[src/hdl/cic_pkg.sv]
// Package for the core identity and configuration register bank.
// Assumes a 32-bit classic Wishbone register port with word-indexed registers.
package cic_pkg;
	localparam int unsigned CIC_DW = 32;
	localparam int unsigned CIC_AW = 8;
	// Register indices; the byte address is four times the index.
	localparam logic [7:0] CIC_IDX_CONFIG = 8'h03;
	localparam logic [7:0] CIC_IDX_REVISION = 8'h0f;
	localparam logic [7:0] CIC_IDX_POWER_STATUS = 8'h10;
	// Revision register layout.
	localparam int unsigned CIC_REV_IMP_LSB = 8;
	localparam int unsigned CIC_REV_REV_LSB = 0;
	// Configuration register layout.
	localparam int unsigned CIC_CFG_ICS_LSB = 19;
	localparam int unsigned CIC_CFG_DCS_LSB = 16;
	localparam int unsigned CIC_CFG_DIV_LSB = 10;
	localparam int unsigned CIC_CFG_DOZE_BIT = 9;
	localparam int unsigned CIC_CFG_HALT_BIT = 8;
	localparam int unsigned CIC_CFG_LOCK_BIT = 7;
	localparam int unsigned CIC_CFG_DCACHE_BURST_SELECT_BIT = 6;
	localparam int unsigned CIC_CFG_ICE_BIT = 5;
	localparam int unsigned CIC_CFG_DCE_BIT = 4;
	localparam int unsigned CIC_CFG_IRS_LSB = 2;
	localparam int unsigned CIC_CFG_DRS_LSB = 0;
	// Reset values of the writable fields.
	localparam logic [1:0] CIC_RST_DIV = 2'h0;
	localparam logic CIC_RST_DOZE = 1'b0;
	localparam logic CIC_RST_HALT = 1'b0;
	localparam logic CIC_RST_LOCK = 1'b0;
	localparam logic CIC_RST_DCACHE_BURST_SELECT = 1'b0;
	localparam logic CIC_RST_ICE = 1'b1;
	localparam logic CIC_RST_DCE = 1'b1;
	localparam logic [1:0] CIC_RST_IRS = 2'h0;
	localparam logic [1:0] CIC_RST_DRS = 2'h0;
	// Cache size codes.
	localparam logic [2:0] CIC_CSZ_1K = 3'h0;
	localparam logic [2:0] CIC_CSZ_2K = 3'h1;
	localparam logic [2:0] CIC_CSZ_4K = 3'h2;
	localparam logic [2:0] CIC_CSZ_8K = 3'h3;
	// Power status register bits.
	localparam int unsigned CIC_PWR_STALL_BIT = 0;
	localparam int unsigned CIC_PWR_SNOOP_BIT = 1;
	localparam int unsigned CIC_PWR_BUSY_BIT = 2;
	typedef enum logic [1:0] {
		CIC_RUN,
		CIC_DOZE,
		CIC_HALT
	} cic_pmode_t;
endpackage

[src/hdl/cic_regs.sv]
// Core identity and configuration register bank with a classic Wishbone slave.
// Assumes wake inputs are synchronous one-cycle or level requests from the core.
// Function
// Revision register is 32 bits and read-only.
// Implementation number bits 15-8, revision bits 7-0, upper bits zero.
// Bits 21-19 report instruction cache size code, read-only.
// Bits 18-16 report data cache size code, read-only.
// Bits 11-10 select slow clock divider ratio, reset 00.
// Writing bit 9 enters doze; pipeline stalls.
// Reset, NMI or interrupt ends doze and clears the bit, even masked.
// Snoops are still serviced during doze.
// Writing bit 8 enters halt; wake events clear it, even masked.
// Snoops are not serviced during halt.
// After lock bit set, later configuration writes are ignored.
// Only reset clears the lock bit.
// The store setting lock still applies its other bits.
// Bit 6 selects burst or single-word data refill.
// Bit 5 enables instruction cache, reset 1.
// Bit 4 enables data cache, reset 1.
// Bits 3-2 select instruction burst length 4/8/16/32 words.
// Bits 1-0 select data burst length, used only when bit 6 is set.
// Bits 31-22 and 15-12 read zero and ignore writes.
// Cache control changes apply after the current bus operation.
// Software never sets doze and halt together.
// Wake resumes the pipeline on the next clock.
`timescale 1ns/1ps
`default_nettype none
module cic_regs #(
	parameter logic [7:0] IMP_NUMBER = 8'h5a, // Arbitrary value.
	parameter logic [7:0] REV_NUMBER = 8'h01, // Arbitrary value.
	parameter logic [2:0] ICACHE_SIZE = cic_pkg::CIC_CSZ_4K,
	parameter logic [2:0] DCACHE_SIZE = cic_pkg::CIC_CSZ_1K
) (
	input wire logic clk_i,
	input wire logic rst_i,
	input wire logic wb_cyc_i,
	input wire logic wb_stb_i,
	input wire logic wb_we_i,
	input wire logic [7:0] wb_adr_i,
	input wire logic [3:0] wb_sel_i,
	input wire logic [31:0] wb_dat_i,
	output logic [31:0] wb_dat_o,
	output logic wb_ack_o,
	output logic wb_err_o,
	input wire logic nmi_i,
	input wire logic irq_i,
	input wire logic bus_busy_i,
	input wire logic snoop_req_i,
	output logic snoop_ack_o,
	output logic pipeline_stall_o,
	output logic doze_o,
	output logic halt_o,
	output logic [1:0] slow_clock_divider_o,
	output logic icache_on_o,
	output logic dcache_on_o,
	output logic dcache_burst_select_o,
	output logic [1:0] ifetch_burst_length_o,
	output logic [1:0] dfill_burst_length_o
);
	// ****************************************************************
	// State
	// ****************************************************************
	typedef struct packed {
		logic [1:0] div;
		logic doze;
		logic halt;
		logic lock;
		logic dcache_burst_select;
		logic icache_on;
		logic dce;
		logic [1:0] irs;
		logic [1:0] drs;
		logic [1:0] drs_act;
		logic ack;
		logic err;
		logic [31:0] rdata;
		logic snoop_ack;
	} cic_regs_st_t;

	cic_regs_st_t st_q;
	cic_regs_st_t st_d;
	logic [31:0] cfg_word;
	logic [31:0] rev_word;
	logic [31:0] pwr_word;
	logic [5:0] act;
	logic [5:0] req;
	logic pending;
	logic wake;
	logic access;
	logic wr_cfg;

	// ****************************************************************
	// Read views
	// ****************************************************************
	always_comb begin
		cfg_word = 32'h0000_0000;
		cfg_word[cic_pkg::CIC_CFG_ICS_LSB +: 3] = ICACHE_SIZE;
		cfg_word[cic_pkg::CIC_CFG_DCS_LSB +: 3] = DCACHE_SIZE;
		cfg_word[cic_pkg::CIC_CFG_DIV_LSB +: 2] = st_q.div;
		cfg_word[cic_pkg::CIC_CFG_DOZE_BIT] = st_q.doze;
		cfg_word[cic_pkg::CIC_CFG_HALT_BIT] = st_q.halt;
		cfg_word[cic_pkg::CIC_CFG_LOCK_BIT] = st_q.lock;
		cfg_word[cic_pkg::CIC_CFG_DCACHE_BURST_SELECT_BIT] = st_q.dcache_burst_select;
		cfg_word[cic_pkg::CIC_CFG_ICE_BIT] = st_q.icache_on;
		cfg_word[cic_pkg::CIC_CFG_DCE_BIT] = st_q.dce;
		cfg_word[cic_pkg::CIC_CFG_IRS_LSB +: 2] = st_q.irs;
		cfg_word[cic_pkg::CIC_CFG_DRS_LSB +: 2] = st_q.drs;
	end

	always_comb begin
		rev_word = 32'h0000_0000;
		rev_word[cic_pkg::CIC_REV_IMP_LSB +: 8] = IMP_NUMBER;
		rev_word[cic_pkg::CIC_REV_REV_LSB +: 8] = REV_NUMBER;
	end

	always_comb begin
		pwr_word = 32'h0000_0000;
		pwr_word[cic_pkg::CIC_PWR_STALL_BIT] = pipeline_stall_o;
		pwr_word[cic_pkg::CIC_PWR_SNOOP_BIT] = !st_q.halt;
		pwr_word[cic_pkg::CIC_PWR_BUSY_BIT] = pending;
	end

	// ****************************************************************
	// Next state
	// ****************************************************************
	// Reset is synchronous here, so the reset exception wake is the rst_i branch.
	assign wake = nmi_i || irq_i;
	assign access = wb_cyc_i && wb_stb_i && !st_q.ack && !st_q.err;
	assign wr_cfg = access && wb_we_i && (wb_adr_i == cic_pkg::CIC_IDX_CONFIG);

	always_comb begin
		st_d = st_q;
		st_d.ack = 1'b0;
		st_d.err = 1'b0;
		st_d.snoop_ack = snoop_req_i && !st_q.halt;
		if (access) begin
			case (wb_adr_i)
				cic_pkg::CIC_IDX_CONFIG: begin
					st_d.ack = 1'b1;
					st_d.rdata = cfg_word;
				end
				cic_pkg::CIC_IDX_REVISION: begin
					st_d.ack = 1'b1;
					st_d.rdata = rev_word;
				end
				cic_pkg::CIC_IDX_POWER_STATUS: begin
					st_d.ack = 1'b1;
					st_d.rdata = pwr_word;
				end
				default: begin
					st_d.err = 1'b1;
					st_d.rdata = 32'h0000_0000;
				end
			endcase
		end
		// Writes honour byte lanes; a locked register drops the whole write.
		if (wr_cfg && !st_q.lock) begin
			if (wb_sel_i[1]) begin
				st_d.div = wb_dat_i[cic_pkg::CIC_CFG_DIV_LSB +: 2];
				st_d.doze = wb_dat_i[cic_pkg::CIC_CFG_DOZE_BIT];
				st_d.halt = wb_dat_i[cic_pkg::CIC_CFG_HALT_BIT];
			end
			if (wb_sel_i[0]) begin
				st_d.lock = wb_dat_i[cic_pkg::CIC_CFG_LOCK_BIT];
				st_d.dcache_burst_select = wb_dat_i[cic_pkg::CIC_CFG_DCACHE_BURST_SELECT_BIT];
				st_d.icache_on = wb_dat_i[cic_pkg::CIC_CFG_ICE_BIT];
				st_d.dce = wb_dat_i[cic_pkg::CIC_CFG_DCE_BIT];
				st_d.irs = wb_dat_i[cic_pkg::CIC_CFG_IRS_LSB +: 2];
				st_d.drs = wb_dat_i[cic_pkg::CIC_CFG_DRS_LSB +: 2];
			end
		end
		// A wake event beats a store that would set the mode again.
		if (wake) begin
			st_d.doze = 1'b0;
			st_d.halt = 1'b0;
		end
		// The data burst length waits for the same idle point as the staged controls.
		if (!bus_busy_i) begin
			st_d.drs_act = st_q.drs;
		end
		if (st_q.lock) begin
			st_d.lock = 1'b1;
		end
	end

	// ****************************************************************
	// Registers
	// ****************************************************************
	always_ff @(posedge clk_i) begin
		if (rst_i) begin
			st_q <= '{div: cic_pkg::CIC_RST_DIV, doze: cic_pkg::CIC_RST_DOZE,
				halt: cic_pkg::CIC_RST_HALT, lock: cic_pkg::CIC_RST_LOCK,
				dcache_burst_select: cic_pkg::CIC_RST_DCACHE_BURST_SELECT, icache_on: cic_pkg::CIC_RST_ICE,
				dce: cic_pkg::CIC_RST_DCE, irs: cic_pkg::CIC_RST_IRS,
				drs: cic_pkg::CIC_RST_DRS, drs_act: cic_pkg::CIC_RST_DRS, ack: 1'b0, err: 1'b0,
				rdata: 32'h0000_0000, snoop_ack: 1'b0};
		end else begin
			st_q <= st_d;
		end
	end

	// ****************************************************************
	// Cache control staging
	// ****************************************************************
	assign req = {st_q.dcache_burst_select, st_q.icache_on, st_q.dce, st_q.irs, 1'b0};

	cic_cache_cfg_apply u_apply (
		.clk_i(clk_i),
		.rst_i(rst_i),
		.bus_busy_i(bus_busy_i),
		.req_i(req),
		.act_o(act),
		.pending_o(pending)
	);

	// ****************************************************************
	// Outputs
	// ****************************************************************
	assign wb_dat_o = st_q.rdata;
	assign wb_ack_o = st_q.ack;
	assign wb_err_o = st_q.err;
	assign snoop_ack_o = st_q.snoop_ack;
	// The stall drops in the same cycle that the wake clears the mode bit.
	assign pipeline_stall_o = st_q.doze || st_q.halt;
	assign doze_o = st_q.doze;
	assign halt_o = st_q.halt;
	assign slow_clock_divider_o = st_q.div;
	assign dcache_burst_select_o = act[5];
	assign icache_on_o = act[4];
	assign dcache_on_o = act[3];
	assign ifetch_burst_length_o = act[2:1];
	// Bit 0 of act is unused padding of the staged vector shape.
	assign dfill_burst_length_o = st_q.drs_act;
endmodule
`default_nettype wire

[src/hdl/cic_cache_cfg_apply.sv]
// Holds the cache controls the cache datapath uses, except the data burst length.
// Assumes bus_busy_i is high throughout any bus operation such as a refill.
`timescale 1ns/1ps
`default_nettype none
module cic_cache_cfg_apply (
	input wire logic clk_i,
	input wire logic rst_i,
	input wire logic bus_busy_i,
	input wire logic [5:0] req_i,
	output logic [5:0] act_o,
	output logic pending_o
);
	typedef struct packed {
		logic [5:0] act;
	} cic_apply_st_t;

	cic_apply_st_t st_q;
	cic_apply_st_t st_d;
	// Bit 0 is a spare, so the field positions match the unpacking in the main file.
	localparam logic [5:0] RST_ACT = {cic_pkg::CIC_RST_DCACHE_BURST_SELECT, cic_pkg::CIC_RST_ICE,
		cic_pkg::CIC_RST_DCE, cic_pkg::CIC_RST_IRS, 1'b0};

	// The drs field is held in the main file; here only bits needing staging.
	always_comb begin
		st_d = st_q;
		if (!bus_busy_i) begin
			st_d.act = req_i;
		end
	end

	always_ff @(posedge clk_i) begin
		if (rst_i) begin
			st_q <= '{act: RST_ACT};
		end else begin
			st_q <= st_d;
		end
	end

	assign act_o = st_q.act;
	assign pending_o = (st_q.act != req_i);
endmodule
`default_nettype wire

[config.mk]
export PLATFORM = sky130hd
export DESIGN_NAME = cic_regs
export DESIGN_NICKNAME = d
export VERILOG_FILES = /design/src/hdl/cic_pkg.sv /design/src/hdl/cic_regs.sv /design/src/hdl/cic_cache_cfg_apply.sv
export SDC_FILE = /design/constraint.sdc
export NUM_CORES = 1
export LEC_CHECK = 0
export BUFFER_PORTS_ARGS = -buffer_cell sky130_fd_sc_hd__clkbuf_2
export CELL_PAD_IN_SITES_DETAIL_PLACEMENT = 0
export CELL_PAD_IN_SITES_GLOBAL_PLACEMENT = 1
export CORE_UTILIZATION = 30
export DETAILED_ROUTE_END_ITERATION = 12
export PLACE_DENSITY = 0.76
export SYNTH_ARGS = -nofsm -noshare
export SYNTH_HDL_FRONTEND = slang
export SYNTH_HIERARCHICAL = 1
export SYNTH_SLANG_ARGS = --single-unit
[constraint.sdc]
create_clock -name clk_i -period 2.04 [get_ports clk_i]
set_input_delay 0.204 -clock clk_i [delete_from_list [all_inputs] [get_ports clk_i]]
set_output_delay 0.204 -clock clk_i [all_outputs]
set_load 0.005 [all_outputs]
# Word-level counts from Yosys, hierarchy flattened
# Cells that the tools add are included.
# Widths: inputs -> output; s select.
# totals
ff_bits,54
in_bits,53
# classes
n_eq_ne,4
mux,6
bitwise,1
n_reduce_logical,21
# ops
cell,count
$pmux 21 s3,1
$mux 8,2
$eq 8x2->1 const B,1
$eq 8x4->1 const B,1
$eq 8x5->1 const B,1
$logic_and 1x1->1,7
$reduce_and 2->1,3
$ne 5x5->1,1
$logic_not 1->1,4
$reduce_bool 2->1,2
$reduce_or 2->1,2
$mux 1,3
$reduce_or 3->1,1
$logic_or 1x1->1,2
$not 1->1,1

# Depth between registers and ports, before layout
# logic_depth
word_depth,8
ltp_mapped,6
ltp_nobuf,6

# Hierarchy
# Netlist, hierarchy kept.
# by_module_without_submodules
mod,n_inst,cells_per_inst,area_each_um2,seq_area_each_um2
cic_regs,1,144,1381.3,620.6
cic_cache_cfg_apply,1,27,276.5,120.1

# Worst setup path after synthesis
# Ideal clock, no wire load.
# synth_timing
kind,reg2reg
startpoint,register st_q (netlist bit wb_err_o)
endpoint,register st_q (netlist bit wb_dat_o[11])
setup_time_ns,0.066
arrival_ns,1.587
required_time_ns,1.974
setup_slack_ns,0.387
path_stages_with_launch,7
n_path_buf,2
cell_sequence,dfxtp_1 nand4bb_1 clkbuf_1 nor4_1 buf_2 a221oi_1 nor2_1
# synth_via
elab_chain_len,2
# synth_rtl
element,line_no,source
"start, declared",cic_regs.sv:80,cic_regs_st_t st_q;
"start signal, assigned",cic_regs.sv:191,"st_q <= '{div: cic_pkg::CIC_RST_DIV, doze: cic_pkg::CIC_RST_DOZE,"
"start signal, assigned",cic_regs.sv:198,st_q <= st_d;
$logic_not 1->1,cic_regs.sv:128,assign access = wb_cyc_i && wb_stb_i && !st_q.ack && !st_q.err;
$logic_and 1x1->1,cic_regs.sv:128,
# No other way between the ends.
# A chain may end at the register's enable or synchronous reset.

# Worst setup path after layout
# layout_timing
startpoint,register st_q (netlist bit wb_err_o)
endpoint,register st_q (netlist bit doze_o)
# layout_via
elab_chain_len,6
# layout_rtl
element,line_no,source
$logic_not 1->1,cic_regs.sv:128,
$logic_and 1x1->1,cic_regs.sv:128,
$logic_and 1x1->1 (2 in series),cic_regs.sv:129,assign wr_cfg = access && wb_we_i && (wb_adr_i == cic_pkg::CIC_IDX_CONFIG);
$logic_and 1x1->1,cic_regs.sv:157,if (wr_cfg && !st_q.lock) begin
$reduce_and 2->1 (no source line),-,
# No other way between the ends.

==> flow_metrics.py <==
metrics = {
    "outcome": {
        "outcome": "finished clean",
    },
    "die": {
        "row_count": 26,
        "io_pins": 100,
        "die-area_mm2": 0.00583,
        "coreArea_mm2": 0.00520,
        "start_util_pct": 31.9,
        "die_h_um": 76.3,
        "die_x_um": 76.3,
    },
    "power_and_ir_drop": {
        "p_seq_share_pct": 54.8,
        "intPower_mw": 1.01,
        "ir_worst_vdd_mv": 0.331,
        "power_density_mw_per_mm2": 643,
        "cellLeakagePower_nw": 0.915,
        "comb_power_share_pct": 8.0,
        "p_sw_mw": 0.327,
        "switching_share_pct": 24.5,
        "total_power_mw": 1.33,
        "power_frac_clock_pct": 37.2,
    },
    "cts": {
        "cts.htree.levels": 2,
        "clkSinkCount": 37,
        "clkLatencyLatePin_ns": 0.29,
        "cts_tree": "done",
        "cts_setup_buffers": 0,
        "hold_buffers": 0,
        "cts_buffers": 5,
        "root_buffer": "clkbuf_8",
        "clk_pin_slew_ns": 0.07,
        "cts_resized": 0,
        "cts_buffer_depth": 2,
    },
    "placement": {
        "post-place-ws_ns": 0.289,
        "gp_congestion": 0.701,
        "dp_hpwl_mm": 2.70,
        "io_buffers": 60,
    },
    "global_routing": {
        "grt_first_pass_wirelength_mm": 5.84,
        "first_global_vias": 1194,
        "grt_max_degree": 40,
        "track_usage_pct": 13.0,
        "grt_antenna_before_repair": 0,
        "grt_remaining_overflow": 0,
    },
    "drt": {
        "ant_nets": 0,
        "vias": 1379,
        "vias_per_cell": 4.51,
        "avgRoutedWirePerCell_um": 12.3,
        "first_iter_violations": 17,
        "drt_drc_violations_left": 0,
        "firstDrtPassIters": 4,
        "routed_wl_mm": 3.76,
    },
    "timing": {
        "maxSlewHeadroom_pct": 45.8,
        "setup_viol": 0,
        "fmax_mhz": 616,
        "fin_crit_ns": 1.62,
        "clock_skew_ns": 0.00587,
        "finalSetupTns_ns": 0,
        "worst_pin_slew_ns": 0.813,
        "setup_ws_ns": 0.416,
        "maxSlewViolCount": 0,
        "rsz0062_at_grt": "no",
        "fin_crit_sh_pct": 79.6,
        "finalHoldViolCount": 0,
        "holdWs_ns": 0.0918,
    },
    "critical_path": {
        "critPathLaunch": "wb_err_o",
        "path_buf_inv": 1,
        "cp-start-kind": "flip-flop",
        "cpPeakStageDelay_ns": 0.46,
        "reg2reg_from": "wb_err_o",
        "arrival_ns": 1.77,
        "crit_slowest_cell": "nor4_4",
        "critical_path_class": "reg2reg",
        "crit_family": "simple AND/OR/NAND/NOR gates",
        "critical_path.max_fanout": 21,
        "cp-end-kind": "flip-flop",
        "crit_required_ns": 2.19,
        "path_cells": "nand4bb_1, buf_4, nor4_4, mux2i_1, nor4_1",
    },
    "synthesis": {
        "syn-cell-area_mm2": 0.00166,
        "synth_edf_count": 0,
        "post-synth-top-area-cell": "dfxtp_1",
        "synth_cells": 171,
        "synth_top_area_share_pct": 44.7,
        "synth-warning-count": 6,
        "synth_cell_type_count": 35,
        "async_flop_share_pct": 0,
        "synth_ff_type": "dfxtp_1",
        "ys_top_cells_by_area": "dfxtp_1 (45%), buf_4 (9.1%), mux2i_1 (9.1%), nor2_1 (7.0%), a22oi_1 (4.5%)",
        "ys_ff_latch": 37,
        "seq_area_frac_synth_pct": 44.7,
        "syn_area_per_cell_um2": 9.69,
    },
    "min_path": {
        "hold_path_class": "in2reg",
        "hold_start": "nmi_i",
    },
    "flow_run": {
        "max_cap_violations": 0,
    },
    "layout": {
        "regArea_um2": 741,
        "num-nets-final": 288,
        "fillers": 559,
        "diodes": 0,
        "area_growth_pct": 25.1,
        "multiInputGateArea_um2": 803,
        "layout-drive-gt1-share_pct": 35.2,
    },
}
-- layer usage --
| layer | track usage [%] | up-vias | routed length [um] |
|---|---|---|---|
| met4 | 6.35 | 0 | 71 |
| met1 | 16.2 | 621 | 1770 |
| met5 | 0 | - | 0 |
| met3 | 3.59 | 6 | 236 |
| li1 | - | 699 | - |
| met2 | 20.5 | 53 | 1670 |
-- cell usage in the layout (no fill, tap or decap), types with 2 or more instances in the layout --
| cell | instances |
|---|---|
| nor4_4 | 2 |
| clkbuf_2 | 60 |
| a211o_1 | 2 |
| nor3_1 | 3 |
| conb_1 | 19 |
| clkinv_2 | 2 |
| a221oi_1 | 2 |
| mux2i_1 | 15 |
| xnor2_1 | 2 |
| nor4_1 | 5 |
| clkbuf_8 | 5 |
| xor2_1 | 4 |
| or2_2 | 2 |
| dfxtp_1 | 37 |
| buf_4 | 7 |
| nand3b_1 | 2 |
| nor2_1 | 31 |
| a21oi_1 | 6 |
| a22oi_1 | 10 |
| a22o_1 | 2 |
-- state kept, by name (all words and copies together) (netlist names) --
signal and cells:
u_apply/act_o 6, halt_o 1, doze_o 1, cfg_word 8, snoop_ack_o 1, slow_clock_divider_o 2, dfill_burst_length_o 2, wb_err_o 1
wb_ack_o 1, wb_dat_o 14
-- path summary, 6_finish.rpt --
path / end / slack, ns / depth (start not counted)
worst max register to register: doze_o / 0.42 / 5
worst min register to register: wb_dat_o[20] / 0.49 / 2
worst max-delay path: doze_o / 0.42 / 5
worst min-delay path: halt_o / 0.09 / 2
-- kinds of logic (layout without fill, tap and decap cells) --
kind of cell | count (synthesis) | in the layout | synth area share (%)
XOR/XNOR | 6 | 6 | 3.17
other | 1 | 19 | 0.226
multiplexers | 15 | 15 | 9.06
AO/OA/AOI/OAI | 25 | 25 | 11.0
AND/OR/NAND/NOR | 58 | 58 | 20.5
buffers and inverters | 29 | 76 | 11.3
flip-flops | 37 | 37 | 44.7
-- power groups by stage --
stage	sequential (mW)	clock [mW]	combinational [mW]
floorplan	0.747	0	0.0794
global placement	0.747	0	0.106
detailed placement	0.747	0	0.107
CTS	0.730	0.518	0.107
global route	0.730	0.543	0.119
finish	0.730	0.496	0.107
-- Yosys cell counts (2+ instances only) --
library cell   n
nor2_1        31
buf_2          3
nor3_1         3
a221oi_1       2
a22o_1         2
nand3b_1       2
nor4_1         6
a211o_1        2
xnor2_1        2
dfxtp_1       37
or2_2          2
xor2_1         4
nor4_4         2
mux2i_1       15
a21oi_1        6
buf_4         20
a22oi_1       10
clkbuf_1       5
-- layout make-up --
type | instances | area share, %
clock buffers | 5 | 3.32
flip-flops and latches | 37 | 35.7
repair buffers | 67 | 17.0
clock inverters | 3 | 0.844
well taps | 70 | 4.22
inverters | 1 | 0.181
multi-input cells | 123 | 38.7
-- through the flow --
stage                     area, um2  cells  util (%)
after floorplan                1730    189         -
after global placement         1990    298      38.2
after detailed placement       1990    298      38.2
after CTS                      2070    306      39.9
after global routing           2070    306      39.9
final                          2070    306      39.9
Note: power is estimated with default switching activity, not from simulation.
